==> src/core/abd_pkg.sv <==
/*
  Shared constants and types of the address buffer and decode block.
  Assumes a 32-bit CPU address, a 12-bit low half and a 20-bit high half.
*/
package abd_pkg;

  localparam int          ADDR_W        = 32;
  localparam int          LOW_W         = 12;
  localparam int          LIO_MSB       = 15;
  localparam int          LIO_LSB       = 12;
  localparam int          LMEG_LSB      = 20;
  localparam int          REGION_LSB    = 26;
  localparam int          EXT_LSB       = 24;
  localparam int          EXT_MSB       = 27;
  localparam int          AT_MA_LSB     = 4;
  localparam int          AT_XS_MSB     = 1;
  localparam logic [5:0]  TOP_ROM_CODE  = 6'h3f;
  localparam logic [11:0] CFG_INDEX_A   = 12'h022;
  localparam logic [11:0] CFG_DATA_A    = 12'h023;
  localparam logic [11:0] KBD_DATA_A    = 12'h060;
  localparam logic [11:0] KBD_CMD_A     = 12'h064;
  localparam logic [11:0] SYS_CTRL_A    = 12'h061;
  localparam logic [11:0] NMI_MASK_A    = 12'h070;
  localparam logic [11:0] COPROC_BASE_A = 12'h0e0;
  localparam logic [11:0] COPROC_CARE   = 12'hfe0;
  localparam logic [11:0] FULL_CARE     = 12'hfff;
  localparam logic [11:0] RELOC_CARE    = 12'h3ff;
  localparam int          REF_W_DEF     = 9;
  localparam int          CTRL_W        = 8;

  typedef enum logic [2:0] {
    MODE_CPU,
    MODE_DMA,
    MODE_MASTER,
    MODE_REFRESH,
    MODE_AT
  } abd_mode_type;

  typedef struct packed {
    logic local_io_space_sel;
    logic low_meg_sel;
    logic below_64mb;
    logic top_rom_region;
  } abd_region_type;

  typedef struct packed {
    logic cfg_index_port_sel;
    logic kbd_ctrl_sel;
    logic sys_ctrl_port_sel;
    logic nmi_mask_port_sel;
    logic math_coproc_sel;
  } abd_cs_type;

endpackage

==> src/core/abd_addr_bridge.sv <==
/*
  Address buffer, steering and decode for the CPU, X, system and memory
  address buses, high and low halves in one block.
  Assumes every pin input is asynchronous to sys_clk_in; outside logic
  resolves bus wires from the output enables.
*/
`timescale 1ns/10ps
module abd_addr_bridge
  import abd_pkg::*;
#(
  parameter int REF_W = REF_W_DEF
)
(
  input  wire logic              sys_clk_in,
  input  wire logic              rst_n_in,
  input  wire logic [ADDR_W-1:0] cpu_addr_in,
  output logic      [ADDR_W-1:0] cpu_addr_out,
  output logic      [ADDR_W-1:0] cpu_addr_oe_out,
  input  wire logic [ADDR_W-1:0] x_addr_bus_in,
  output logic      [ADDR_W-1:0] x_addr_bus_out,
  output logic      [ADDR_W-1:0] x_addr_bus_oe_out,
  input  wire logic [ADDR_W-1:0] sys_addr_in,
  output logic      [ADDR_W-1:0] sys_addr_out,
  output logic      [ADDR_W-1:0] sys_addr_oe_out,
  output logic      [ADDR_W-1:0] mem_addr_bus_out,
  input  wire logic              dma_hold_ack_in,
  input  wire logic              ext_master_in,
  input  wire logic              refresh_in,
  input  wire logic              at_bus_cycle_en_in,
  input  wire logic              mem_addr_latch_en_in,
  input  wire logic              xbus_ext_enable_n_in,
  input  wire logic              sysbus_ext_enable_n_in,
  input  wire logic              ext_decode_n_in,
  output abd_region_type         region_out,
  output abd_cs_type             cs_out
);

  localparam int SYNC_W = 3 * ADDR_W + CTRL_W;

  logic [SYNC_W-1:0] meta_q;
  logic [SYNC_W-1:0] sync_q;
  logic [SYNC_W-1:0] raw;
  logic [ADDR_W-1:0] cpu_s;
  logic [ADDR_W-1:0] x_s;
  logic [ADDR_W-1:0] sys_s;
  logic              dma_s;
  logic              master_s;
  logic              ref_s;
  logic              at_bus_cycle_en_s;
  logic              mem_addr_latch_en_s;
  logic              xext_n_s;
  logic              sext_n_s;
  logic              ext_decode_n_n_s;

  assign raw = {cpu_addr_in, x_addr_bus_in, sys_addr_in,
                dma_hold_ack_in, ext_master_in, refresh_in,
                at_bus_cycle_en_in, mem_addr_latch_en_in,
                xbus_ext_enable_n_in, sysbus_ext_enable_n_in,
                ext_decode_n_in};

  // two-flop synchroniser per pin bit
  for (genvar i = 0; i < SYNC_W; i++) begin : g_sync
    always_ff @(posedge sys_clk_in or negedge rst_n_in) begin
      if (!rst_n_in) begin
        meta_q[i] <= 1'b0;
        sync_q[i] <= 1'b0;
      end else begin
        meta_q[i] <= raw[i];
        sync_q[i] <= meta_q[i];
      end
    end
  end

  assign {cpu_s, x_s, sys_s, dma_s, master_s, ref_s, at_bus_cycle_en_s, mem_addr_latch_en_s,
          xext_n_s, sext_n_s, ext_decode_n_n_s} = sync_q;

  // latch and refresh state
  logic              mem_addr_latch_en_prev_q;
  logic              ref_prev_q;
  logic [ADDR_W-1:0] cpu_lat_q;
  logic [ADDR_W-1:0] cpu_lat_d;
  logic              lio_lat_q;
  logic              lio_lat_d;
  logic              lmeg_lat_q;
  logic              lmeg_lat_d;
  logic [REF_W-1:0]  ref_cnt_q;
  logic [REF_W-1:0]  ref_cnt_d;
  logic              mem_addr_latch_en_fall;
  logic              ref_fall;

  always_comb begin
    mem_addr_latch_en_fall  = mem_addr_latch_en_prev_q & ~mem_addr_latch_en_s;
    ref_fall   = ref_prev_q & ~ref_s;
    cpu_lat_d  = cpu_lat_q;
    lio_lat_d  = lio_lat_q;
    lmeg_lat_d = lmeg_lat_q;
    ref_cnt_d  = ref_cnt_q;
    if (mem_addr_latch_en_fall) begin
      cpu_lat_d  = cpu_s;
      lio_lat_d  = ~dma_s & (cpu_s[LIO_MSB:LIO_LSB] == 4'h0);
      lmeg_lat_d = ~dma_s & (cpu_s[ADDR_W-1:LMEG_LSB] == 12'h000);
    end
    // advance row address after each refresh
    if (ref_fall) begin
      ref_cnt_d = REF_W'(ref_cnt_q + 1'b1);
    end
  end

  always_ff @(posedge sys_clk_in or negedge rst_n_in) begin
    if (!rst_n_in) begin
      mem_addr_latch_en_prev_q <= 1'b0;
      ref_prev_q  <= 1'b0;
      cpu_lat_q   <= '0;
      lio_lat_q   <= 1'b0;
      lmeg_lat_q  <= 1'b0;
      ref_cnt_q   <= '0;
    end else begin
      mem_addr_latch_en_prev_q <= mem_addr_latch_en_s;
      ref_prev_q  <= ref_s;
      cpu_lat_q   <= cpu_lat_d;
      lio_lat_q   <= lio_lat_d;
      lmeg_lat_q  <= lmeg_lat_d;
      ref_cnt_q   <= ref_cnt_d;
    end
  end

  // steering and decode
  abd_mode_type      mode;
  logic [ADDR_W-1:0] cpu_d;
  logic [ADDR_W-1:0] cpu_oe_d;
  logic [ADDR_W-1:0] x_d;
  logic [ADDR_W-1:0] x_oe_d;
  logic [ADDR_W-1:0] sys_d;
  logic [ADDR_W-1:0] sys_oe_d;
  logic [ADDR_W-1:0] mem_d;
  logic [LOW_W-1:0]  dec_addr;
  logic              lio_g;
  abd_region_type    region_d;
  abd_cs_type        cs_d;

  always_comb begin
    // one source per bus except sys bits 1:0 in AT mode, fixed priority
    if (dma_s) begin
      mode = MODE_DMA;
    end else if (master_s) begin
      mode = MODE_MASTER;
    end else if (ref_s) begin
      mode = MODE_REFRESH;
    end else if (at_bus_cycle_en_s) begin
      mode = MODE_AT;
    end else begin
      mode = MODE_CPU;
    end
    cpu_d    = '0;
    cpu_oe_d = '0;
    x_d      = '0;
    x_oe_d   = '0;
    sys_d    = '0;
    sys_oe_d = '0;
    mem_d    = cpu_lat_q;
    dec_addr = cpu_lat_q[LOW_W-1:0];
    // full-width buffers, high and low halves
    case (mode)
      MODE_DMA: begin
        cpu_d    = x_s;
        cpu_oe_d = '1;
        sys_d    = x_s;
        sys_oe_d = '1;
        mem_d    = x_s;
        dec_addr = x_s[LOW_W-1:0];
      end
      MODE_MASTER: begin
        cpu_d    = sys_s;
        cpu_oe_d = '1;
        x_d      = sys_s;
        x_oe_d   = '1;
        mem_d    = sys_s;
        dec_addr = sys_s[LOW_W-1:0];
      end
      MODE_REFRESH: begin
        // counter as row address, rest low
        sys_d    = ADDR_W'(ref_cnt_q);
        sys_oe_d = '1;
        mem_d    = mem_addr_bus_out;
      end
      MODE_AT: begin
        x_d      = cpu_lat_q;
        x_oe_d   = '1;
        sys_d    = cpu_lat_q;
        sys_oe_d = '1;
        mem_d    = cpu_lat_q;
        // low pair from x bus, memory keeps bits 3:0
        x_oe_d[AT_XS_MSB:0]   = '0;
        sys_d[AT_XS_MSB:0]    = x_s[AT_XS_MSB:0];
        mem_d[AT_MA_LSB-1:0]  = mem_addr_bus_out[AT_MA_LSB-1:0];
      end
      default: begin
        mem_d = cpu_lat_q;
      end
    endcase
    // unextended buses force bits 27:24 low
    if (xext_n_s) begin
      x_d[EXT_MSB:EXT_LSB] = '0;
    end
    if (sext_n_s) begin
      sys_d[EXT_MSB:EXT_LSB] = '0;
    end
    lio_g = lio_lat_q & ~dma_s;
    region_d.local_io_space_sel = lio_g;
    region_d.low_meg_sel        = lmeg_lat_q & ~dma_s;
    region_d.below_64mb     = cpu_s[ADDR_W-1:REGION_LSB] == 6'h00;
    region_d.top_rom_region = cpu_s[ADDR_W-1:REGION_LSB] == TOP_ROM_CODE;
  end

  abd_low_decode u_low_decode (
    .addr_in         (dec_addr),
    .lio_sel_in      (lio_g),
    .ext_decode_n_in (ext_decode_n_n_s),
    .cs_out          (cs_d)
  );

  always_ff @(posedge sys_clk_in or negedge rst_n_in) begin
    if (!rst_n_in) begin
      cpu_addr_out      <= '0;
      cpu_addr_oe_out   <= '0;
      x_addr_bus_out    <= '0;
      x_addr_bus_oe_out <= '0;
      sys_addr_out      <= '0;
      sys_addr_oe_out   <= '0;
      mem_addr_bus_out  <= '0;
      region_out        <= '0;
      cs_out            <= '0;
    end else begin
      cpu_addr_out      <= cpu_d;
      cpu_addr_oe_out   <= cpu_oe_d;
      x_addr_bus_out    <= x_d;
      x_addr_bus_oe_out <= x_oe_d;
      sys_addr_out      <= sys_d;
      sys_addr_oe_out   <= sys_oe_d;
      mem_addr_bus_out  <= mem_d;
      region_out        <= region_d;
      cs_out            <= cs_d;
    end
  end
endmodule

==> src/core/abd_low_decode.sv <==
/*
  Peripheral chip-select decode of the low address half.
  Assumes address and qualifiers are already synchronous to the clock;
  the result is combinational and registered by the caller.
*/
`timescale 1ns/10ps
module abd_low_decode
  import abd_pkg::*;
(
  input  wire logic [LOW_W-1:0] addr_in,
  input  wire logic             lio_sel_in,
  input  wire logic             ext_decode_n_in,
  output abd_cs_type            cs_out
);

  logic [LOW_W-1:0] care;
  logic             qual;

  function automatic logic addr_hit(input logic [LOW_W-1:0] a,
                                    input logic [LOW_W-1:0] ref_a,
                                    input logic [LOW_W-1:0] mask);
    return ((a ^ ref_a) & mask) == 12'h000;
  endfunction

  always_comb begin
    // relocation ignores qualifier and top bits
    care = ext_decode_n_in ? FULL_CARE : RELOC_CARE;
    qual = ext_decode_n_in ? lio_sel_in : 1'b1;
    cs_out.cfg_index_port_sel = qual &
      (addr_hit(addr_in, CFG_INDEX_A, care) |
       addr_hit(addr_in, CFG_DATA_A, care));
    cs_out.kbd_ctrl_sel = qual &
      (addr_hit(addr_in, KBD_DATA_A, care) |
       addr_hit(addr_in, KBD_CMD_A, care));
    cs_out.sys_ctrl_port_sel = qual & addr_hit(addr_in, SYS_CTRL_A, care);
    cs_out.nmi_mask_port_sel = qual & addr_hit(addr_in, NMI_MASK_A, care);
    cs_out.math_coproc_sel = qual &
      addr_hit(addr_in, COPROC_BASE_A, care & COPROC_CARE);
  end

endmodule

==> config.mk <==
export PLATFORM = sky130hd
export DESIGN_NAME = abd_addr_bridge
export DESIGN_NICKNAME = d
export VERILOG_FILES = /design/src/core/abd_pkg.sv /design/src/core/abd_addr_bridge.sv /design/src/core/abd_low_decode.sv
export SDC_FILE = /design/constraint.sdc
export NUM_CORES = 1
export LEC_CHECK = 0
export ABC_AREA = 1
export BUFFER_PORTS_ARGS = -buffer_cell sky130_fd_sc_hd__clkbuf_2
export CORE_MARGIN = 4
export CORE_UTILIZATION = 56
export DETAILED_ROUTE_END_ITERATION = 12
export GPL_TIMING_DRIVEN = 0
export PLACE_DENSITY = 0.84
export SETUP_SLACK_MARGIN = 0.4
export SLEW_MARGIN = 20
export SYNTH_ARGS = -nofsm -noshare
export SYNTH_HDL_FRONTEND = slang
export SYNTH_SLANG_ARGS = --single-unit
==> constraint.sdc <==
create_clock -name sys_clk_in -period 4.7 [get_ports sys_clk_in]
set_clock_uncertainty 0.05 [all_clocks]
set_input_delay 0.47 -clock sys_clk_in [delete_from_list [all_inputs] [get_ports sys_clk_in]]
set_output_delay 0.47 -clock sys_clk_in [all_outputs]
set_load 0.1 [all_outputs]
==> results of run 1 <==
-- worst max path at each step --
stage / from / endpoint
after detailed placement: cpu_addr_oe_out[30] / cpu_addr_oe_out[24]
after CTS: cpu_addr_oe_out[30] / cpu_addr_oe_out[24]
final: x_addr_bus_oe_out[30] / x_addr_bus_oe_out[17]
after global placement: rst_n_in / meta_q[18]
after floorplan: cpu_addr_oe_out[30] / cpu_addr_oe_out[10]
after global routing: cpu_addr_oe_out[30] / cpu_addr_oe_out[2]
-- registers in the layout, indices dropped and copies added, names as in the netlist, 2 cells and up --
signal,cells
cpu_s,32
sys_addr_out,32
mem_addr_bus_out,32
cpu_lat_q,32
cpu_addr_out,32
ref_cnt_q,9
sync_q,64
cs_out,5
meta_q,104
x_addr_bus_oe_out,2
x_addr_bus_out,32
region_out,4
-- layout make-up --
type | count | area share [%]
tap | 313 | 2.23
multi-input combinational | 450 | 12.5
inverter | 77 | 1.66
clock buffer | 49 | 6.19
antenna | 1 | 0.0143
clock inverter | 22 | 1.80
timing repair buffer | 411 | 14.3
sequential | 394 | 56.3
buffer | 122 | 5.07
-- metal layers --
metal | global-route usage [%] | share of wire (%)
met1 | 35.4 | 36
met2 | 48.1 | 50
met3 | 5.99 | 8.8
met4 | 13.6 | 5.3
met5 | 0 | 0.018
-- critical path, stage by stage (launching register included) --
cell	delay [ns]
dfrtp_1	0.91
buf_4	0.24
clkbuf_2	0.45
-- cells in the final DEF (no fill, tap or decap), drive strengths merged, types with 8 or more instances in the layout --
cell type	n
clkinv	10
o21ai	104
nand3	33
xor2	8
nand2	198
inv	79
dlygate4sd3	69
clkbuf	394
a21oi	20
dfrtp	394
o22ai	13
buf	119
nor2	49
-- cells by family after synthesis --
kind of cell	Yosys count	synth area share, %
flip-flops	394	74.5
AND/OR/NAND/NOR	293	9.84
buffers and inverters	199	8.92
AO/OA/AOI/OAI	147	6.01
XOR/XNOR	8	0.530
multiplexers	1	0.0851
adder cells (fa/ha/maj)	1	0.0946
-- power by group --
| part | total [mW] | switching [mW] | internal [mW] | leakage [nW] |
|---|---|---|---|---|
| registers | 3.78 | 0.147 | 3.63 | 4.78 |
| logic | 1.87 | 1.53 | 0.340 | 3.63 |
| clock network | 3.35 | 1.31 | 2.04 | 0.684 |
-- through the flow --
step                hold slack [ns]   TNS, ns  instances  total power, mW  setup WS, ns
floorplan                     0.124         0       1043             5.21          2.36
global placement              0.282  -1902.85       1694             5.59         -4.85
detailed placement            0.285         0       1698             5.64          2.56
CTS                       0.0000673         0       1819             8.99          2.03
global route               0.000104         0       1839             9.30          1.89
finish                       0.0114         0       1839             9.01          2.05
==> reports/metrics.cfg, run 1 <==
[status]
outcome = finished clean

[timing]
hold_fails_final_rpt = 0
period_share_pct = 56.5
timing.final.setup_violations = 0
timing.final.max_slew_violations = 0
fmax_mhz = 377
slew-limit-headroom_pct = 40.2
rsz0062_at_grt = false
fin_crit_ns = 2.65
timing_worst_slew_pin_value_ns = 0.897

[global_routing]
grt_pass1_wl_mm = 56.3
grt_antenna_before_repair = 2
grt_start_max_net_pins = 99
grt_overflow = 0
total_routing_usage_reported_by_global_routing_pct = 28.4
via_count_of_the_first_global_routing_pass = 9852

[clock_tree]
cts.sinks = 394
post-cts-setup-buffers = 0
clk_transition_reported_paths_ns = 0.07
cts_buffer_depth = 3
tritoncts = built
numCtsBuffers = 39
cts_hold_repair.buffers = 50
worst_skew_pair.late_latency_ns = 0.52
ctsRootBufferMaster = clkbuf_16
htree_levels = 2
post_cts_resize_count = 0

[place]
placed_area_mm2 = 0.0154
place.port_buffers = 338
place.detailed.hpwl_mm = 24.4
gpl.final_weighted_congestion = 0.893

[floorplanning]
fp.coreArea_mm2 = 0.0229
fp.dieH_um = 162
rows = 55
initial_core_utilization_pct = 57.7
die_area_mm2 = 0.0261
floorplan.io_pins = 339
fp.dieW_um = 162

[finish]
multi_input_comb_area_mm2 = 0.00219
layout.nets = 1602
post-route-util_pct = 76.5
final.fill_count = 1376
finish.instance_area_mm2 = 0.0175
seq_area_mm2 = 0.00986
synthToLayoutAreaGrowth_pct = 32.5
proportion_of_layout_cells_with_a_drive_suffix_above_1_pct = 36.9

[synth]
synth_area_leader_cell = dfrtp_1
post_synth.cell_area_avg_um2 = 12.7
synth_top_area_share_pct = 74.5
yosysWarnings = 0
synth_cells = 1043
ys_top_cells_by_count = dfrtp_1 (394), nand2_1 (190), buf_4 (95), o21ai_0 (92), inv_1 (73)
ys_ff_latch = 394
yosysMostFrequentCell = dfrtp_1
synth-edff-count = 0
syn_nets = 1150
synth_top_flop_cell = dfrtp_1
synth.top_cells.by_area = dfrtp_1 (75%), buf_4 (5.4%), nand2_1 (5.4%)
synth_cell_type_count = 37
synth_seq_area_share_pct = 74.5
asyncSetResetFlopFracSynth_pct = 100
cell_area_synth_mm2 = 0.0132

[route]
via_per_inst = 5.17
wirelength_mm = 38.5
num_vias = 9503
wl_per_cell_um = 20.9
drt_pre_antenna_iters = 7
drc = 0
antenna_left = 0
initialDrtViolationCount = 700

[critical_path]
critical_path.max_fanout = 30
crit_arrival_ns = 2.13
r2r_startpoint = dma_s
timing.reg2reg.worst_path_depth = 7
worst_r2r_endpoint = mem_addr_bus_out[15]
worst-endpoint-required_ns = 4.18
crit_path_start_kind = flip-flop
endpoint_kind = output port
regToRegSetupSlack_ns = 2.66
critPathKind = reg2out

[pwr]
leak_nw = 9.09
power.density_cell_area_mw_per_mm2 = 514
worst_ir_drop_vdd_v = 0.000399

[min_path]
worstHoldEndpoint = meta_q[32]
worst_hold_path.num_cells = 1
hold_startpoint = sys_addr_in[24]
hp-class = in2reg

[run]
cap_viol_max_count = 0

Note: power is estimated with default switching activity, not from simulation.
==> inputs of run 2 (changes only) <==
--- a/config.mk
+++ b/config.mk
@@ -8,10 +8,10 @@
 export ABC_AREA = 1
 export BUFFER_PORTS_ARGS = -buffer_cell sky130_fd_sc_hd__clkbuf_2
 export CORE_MARGIN = 4
-export CORE_UTILIZATION = 56
+export CORE_UTILIZATION = 52
 export DETAILED_ROUTE_END_ITERATION = 12
 export GPL_TIMING_DRIVEN = 0
-export PLACE_DENSITY = 0.84
+export PLACE_DENSITY = 0.79
 export SETUP_SLACK_MARGIN = 0.4
 export SLEW_MARGIN = 20
 export SYNTH_ARGS = -nofsm -noshare
==> constraint.sdc (replaced) <==
create_clock -name sys_clk_in -period 2.8 [get_ports sys_clk_in]
set_clock_uncertainty 0.05 [all_clocks]
set_input_delay 0.28 -clock sys_clk_in [delete_from_list [all_inputs] [get_ports sys_clk_in]]
set_output_delay 0.28 -clock sys_clk_in [all_outputs]
set_load 0.1 [all_outputs]
==> reports/metrics.cfg, run 2 (synthesis gave the netlist of run 1 again) <==
[floorplanning]
initial_core_utilization_pct = 52.7
fp.dieH_um = 168
rows = 58
floorplan.io_pins = 339
fp.coreArea_mm2 = 0.0251
fp.dieW_um = 168
die_area_mm2 = 0.0281

[critical_path]
crit_arrival_ns = 1.83
cp_num_buf_inv = 2
timing.reg2reg.worst_path_depth = 7
regToRegSetupSlack_ns = 0.78
critical_path.max_stage_delay_ns = 0.66
crit_path_start_kind = flip-flop
critPathKind = reg2out
cpLargestDelayFamily = flip-flops
critical-path-slowest-cell = dfrtp_2
critical_path.max_fanout = 30
critical_path.cell_chain = buf_4, clkbuf_2
worst_r2r_endpoint = x_addr_bus_out[9]
endpoint_kind = output port
worst-endpoint-required_ns = 2.47
r2r_startpoint = ref_s

[place]
place.port_buffers = 338
place.detailed.hpwl_mm = 23.5
post-place-cells = 1715
place_worst_setup_slack_ns = 0.843
gpl.final_weighted_congestion = 0.814
placed_area_mm2 = 0.0155

[global_routing]
grt_start_max_net_pins = 98
grt_overflow = 0
total_routing_usage_reported_by_global_routing_pct = 26.5
via_count_of_the_first_global_routing_pass = 9974
grt_pass1_wl_mm = 56.7
grt_antenna_before_repair = 3

[finish]
largest_register_ff_count = 104
synthToLayoutAreaGrowth_pct = 34.5
final.fill_count = 1641
layout.cells.most_common_list = dfrtp_1 (391), clkbuf_2 (337), nand2_1 (190)
biggestRegsByFlops = meta_q (104), sync_q (64)
final_common_cell = dfrtp_1
post-route-util_pct = 70.9
layout.nets = 1637
largest_register = meta_q
finish.instance_area_mm2 = 0.0178
final_cells = 1889
proportion_of_layout_cells_with_a_drive_suffix_above_1_pct = 35.9

[clock_tree]
htree_levels = 2
cts.sinks = 394
ctsRootBufferMaster = clkbuf_16
post-cts-setup-buffers = 0
numCtsBuffers = 38
clk_transition_reported_paths_ns = 0.06
worst_skew_pair.late_latency_ns = 0.53
cts_buffer_depth = 3
tritoncts = built

[run]
cap_viol_max_count = 0

[status]
outcome = finished clean

[route]
num_vias = 9411
wirelength_mm = 37.4
wl_per_cell_um = 19.8
drc = 0
initialDrtViolationCount = 792
antenna_left = 0
via_per_inst = 4.98
drt_pre_antenna_iters = 7

[pwr]
leak_nw = 9.18
post-layout-total-power_mw = 14.7
worst_ir_drop_vdd_v = 0.000769
power.density_cell_area_mw_per_mm2 = 828

[min_path]
hp-class = reg2reg
worst_hold_path.num_cells = 0
hold_startpoint = meta_q[3]
worstHoldEndpoint = mem_addr_latch_en_s

[timing]
timing.hold.ws_ns = 0.291
totalNegativeSetupSlack_ns = 0
timing.final.setup_violations = 0
rsz0062_at_grt = false
slew-limit-headroom_pct = 43.7
fin_crit_ns = 2.16
timing_worst_slew_pin_value_ns = 0.844
period_share_pct = 77.2
hold_fails_final_rpt = 0
final.setup.worst_slack_ns = 0.639
fmax_mhz = 463
timing.final.max_slew_violations = 0

-- run 2: where the power goes --
group          switching (mW)  internal, mW
clock network            2.13          3.09
logic                    2.57         0.599
registers               0.240          6.10
total                    4.93          9.79
-- run 2: metal layers --
layer | routed length [um] | part of all wire (%) | vias to the layer above | track usage [%]
met5 | 7 | 0.019 | - | 0
met4 | 1920 | 5.1 | 2 | 12.9
met3 | 2810 | 7.5 | 133 | 5.48
met2 | 18600 | 50 | 474 | 44.2
met1 | 14100 | 38 | 4606 | 33.2
li1 | - | - | 4196 | -
-- run 2: final cells by class --
class                      count  area, um2  area share (%)
sequential                   394       9860            55.4
timing repair buffer         447       2860            16.1
multi-input combinational    450       2190            12.3
clock buffer                  53       1090            6.11
buffer                       122        888            4.99
tap                          330        413            2.32
inverter                      77        292            1.64
clock inverter                13        188            1.05
antenna                        3       7.51          0.0422
-- run 2: worst max-delay path by stage --
stage	from	endpoint	slack [ns]	cells past startpoint
after global placement	rst_n_in	sync_q[15]	-6.70	1
after CTS	sys_addr_oe_out[30]	sys_addr_oe_out[2]	0.61	2
final	x_addr_bus_oe_out[30]	x_addr_bus_oe_out[8]	0.64	2
after global routing	cpu_addr_oe_out[30]	cpu_addr_oe_out[2]	0.52	2
after detailed placement	ref_s	x_addr_bus_out[9]	0.84	7
after floorplan	cpu_addr_oe_out[30]	cpu_addr_oe_out[10]	0.65	1
-- run 2: repair_timing --
item	4_1_cts	5_1_grt
endpoints found under the hold margin	176	0
setup endpoints to repair	91	0
hold buffers	105	0
gates resized for setup	3	0
==> inputs of run 3 (changes only) <==
--- a/config.mk
+++ b/config.mk
@@ -5,7 +5,7 @@
 export SDC_FILE = /design/constraint.sdc
 export NUM_CORES = 1
 export LEC_CHECK = 0
-export ABC_AREA = 1
+export ABC_AREA = 0
 export BUFFER_PORTS_ARGS = -buffer_cell sky130_fd_sc_hd__clkbuf_2
 export CORE_MARGIN = 4
 export CORE_UTILIZATION = 52
==> constraint.sdc (replaced) <==
create_clock -name sys_clk_in -period 2 [get_ports sys_clk_in]
set_clock_uncertainty 0.05 [all_clocks]
set_input_delay 0.2 -clock sys_clk_in [delete_from_list [all_inputs] [get_ports sys_clk_in]]
set_output_delay 0.2 -clock sys_clk_in [all_outputs]
set_load 0.1 [all_outputs]
==> reports/metrics.cfg, run 3 <==
[status]
outcome = finished clean

[synth]
ys_top_cells_by_count = dfrtp_1 (394), nand2_1 (198), buf_4 (97), o21ai_0 (47), nor2_1 (38)
synth_top_area_share_pct = 75.8
yosysMostFrequentCell = dfrtp_1
yosysWarnings = 0
synth_cells = 946
synth_area_leader_cell = dfrtp_1
synth_top_flop_cell = dfrtp_1
synth_cell_type_count = 42
cell_area_synth_mm2 = 0.0130
synth_seq_area_share_pct = 75.8
ys_ff_latch = 394
syn_nets = 1053
synth-edff-count = 0
synth.top_cells.by_area = dfrtp_1 (76%), nand2_1 (5.7%), buf_4 (5.6%)
post_synth.cell_area_avg_um2 = 13.8
asyncSetResetFlopFracSynth_pct = 100

[floorplanning]
fp.dieH_um = 166
initial_core_utilization_pct = 53.2
fp.dieW_um = 166
rows = 57
die_area_mm2 = 0.0276
floorplan.io_pins = 339
fp.coreArea_mm2 = 0.0245

[place]
gpl.final_weighted_congestion = 0.853
place_worst_setup_slack_ns = -0.149
place.detailed.hpwl_mm = 21.5
post-place-cells = 1612
place.port_buffers = 338

[timing]
fin_crit_ns = 1.85
final.setup.worst_slack_ns = 0.150
timing.final.max_slew_violations = 0
hold_fails_final_rpt = 0
timing.final.setup_violations = 0
timing_worst_slew_pin_value_ns = 0.589
timing.hold.ws_ns = 0.176
rsz0062_at_grt = true
slew-limit-headroom_pct = 60.9
fmax_mhz = 541
period_share_pct = 92.5

[pwr]
power.density_cell_area_mw_per_mm2 = 1020
worst_ir_drop_vdd_v = 0.000895
leak_nw = 10.6
post-layout-total-power_mw = 21.5

[critical_path]
endpoint_kind = output port
crit_arrival_ns = 1.60
critPathKind = reg2out
critical-path-slowest-cell = dfrtp_4
r2r_startpoint = dma_s
regToRegSetupSlack_ns = 0.22
cp_num_buf_inv = 3
crit_path_start_kind = flip-flop
timing.reg2reg.worst_path_depth = 7
worst-endpoint-required_ns = 1.75
critical_path.max_stage_delay_ns = 0.55
critical_path.cell_chain = buf_12, buf_4, clkbuf_16
critical_path.max_fanout = 16
cpLargestDelayFamily = flip-flops
worst_r2r_endpoint = cs_out[2]

[route]
num_vias = 10300
drt_pre_antenna_iters = 7
drc = 0
via_per_inst = 5.57
wirelength_mm = 50.5
wl_per_cell_um = 27.4
antenna_left = 0
initialDrtViolationCount = 929

[finish]
largest_register_ff_count = 104
post-route-util_pct = 86.6
largest_register = meta_q
proportion_of_layout_cells_with_a_drive_suffix_above_1_pct = 48.0
final_common_cell = dfrtp_1
layout.nets = 1598
synthToLayoutAreaGrowth_pct = 62.8
biggestRegsByFlops = meta_q (104), sync_q (64)
layout.cells.most_common_list = dfrtp_1 (390), clkbuf_2 (162), nand2_1 (158)
final_cells = 1844

[global_routing]
via_count_of_the_first_global_routing_pass = 10800
grt_antenna_before_repair = 1
grt_overflow = 0
grt_start_max_net_pins = 98
grt_pass1_wl_mm = 66.1
total_routing_usage_reported_by_global_routing_pct = 31.1

[clock_tree]
htree_levels = 2
cts_buffer_depth = 3
cts.sinks = 394
ctsRootBufferMaster = clkbuf_16
numCtsBuffers = 39
worst_skew_pair.late_latency_ns = 0.52
clk_transition_reported_paths_ns = 0.08
tritoncts = built

[min_path]
hp-class = in2async

[run]
cap_viol_max_count = 0

run 3: what timing repair did:
item	4_1_cts	5_1_grt
setup buffers	19	29
endpoints found under the setup margin	282	343
pin swaps	9	61
hold buffers	105	0
hold endpoints to repair	153	0
cloned	2	7
gates resized for setup	378	276
run 3: power breakdown:
group | switching [mW] | total, mW | internal, mW
Sequential | 0.497 | 9.03 | 8.54
Combinational | 3.59 | 5.19 | 1.60
Clock | 3.17 | 7.29 | 4.12
Total | 7.25 | 21.5 | 14.3
run 3: how the worst max path moves through the flow:
stage | cells after the start | startpoint | slack, ns | to
finish | 3 | sys_addr_oe_out[30] | 0.15 | sys_addr_oe_out[17]
global route | 3 | sys_addr_oe_out[30] | 0.12 | sys_addr_oe_out[17]
CTS | 3 | x_addr_bus_oe_out[30] | 0.22 | x_addr_bus_oe_out[30]
detailed placement | 6 | master_s | -0.15 | mem_addr_bus_out[11]
global placement | 1 | rst_n_in | -8.21 | cpu_addr_oe_out[30]
floorplan | 1 | x_addr_bus_oe_out[1] | 0.43 | x_addr_bus_oe_out[1]
run 3: stage by stage:
step	TNS (ns)	area, um2
after global placement	-2920.10	15100
after CTS	0	19900
final	0	21200
after detailed placement	-2.48	15200
after floorplan	0	13000
after global routing	0	21200
run 3: final cells by class:
type,instances,area (um2)
antenna,2,5.00
clock buffer,53,1100
clock inverter,15,133
sequential,394,9870
fill,896,3280
buffer,120,1150
multi-input combinational,427,2920
timing repair buffer,504,5580
tap,324,405
inverter,5,22.5
run 3: kinds of logic (layout without fill, tap and decap cells):
logic type / count (synthesis) / in the layout / synth area share (%)
other: 0 / 2 / 0
buffers and inverters: 125 / 697 / 6.86
muxes: 41 / 41 / 3.47
AOI/OAI and AO/OA: 96 / 96 / 4.27
and+or+nand+nor: 281 / 281 / 8.98
xor gates and xnor gates: 8 / 8 / 0.539
DFF: 394 / 394 / 75.8
adders and majority gates: 1 / 1 / 0.0962
run 3: metal layers:
layer	GRT usage (%)	up-vias	wire [um]
li1	-	4097	-
met1	38.0	5192	17800
met2	54.3	739	25200
met3	7.31	234	4390
met4	11.9	0	3130
met5	0	-	0
run 3: worst register-to-register path: stages, from the launching register on:
cell and delay [ns]:
dfrtp_1 0.43, buf_6 0.16, buf_4 0.13, buf_6 0.15, o21ai_0 0.20, and3_1 0.30, nand2_1 0.10, nor3_2 0.20
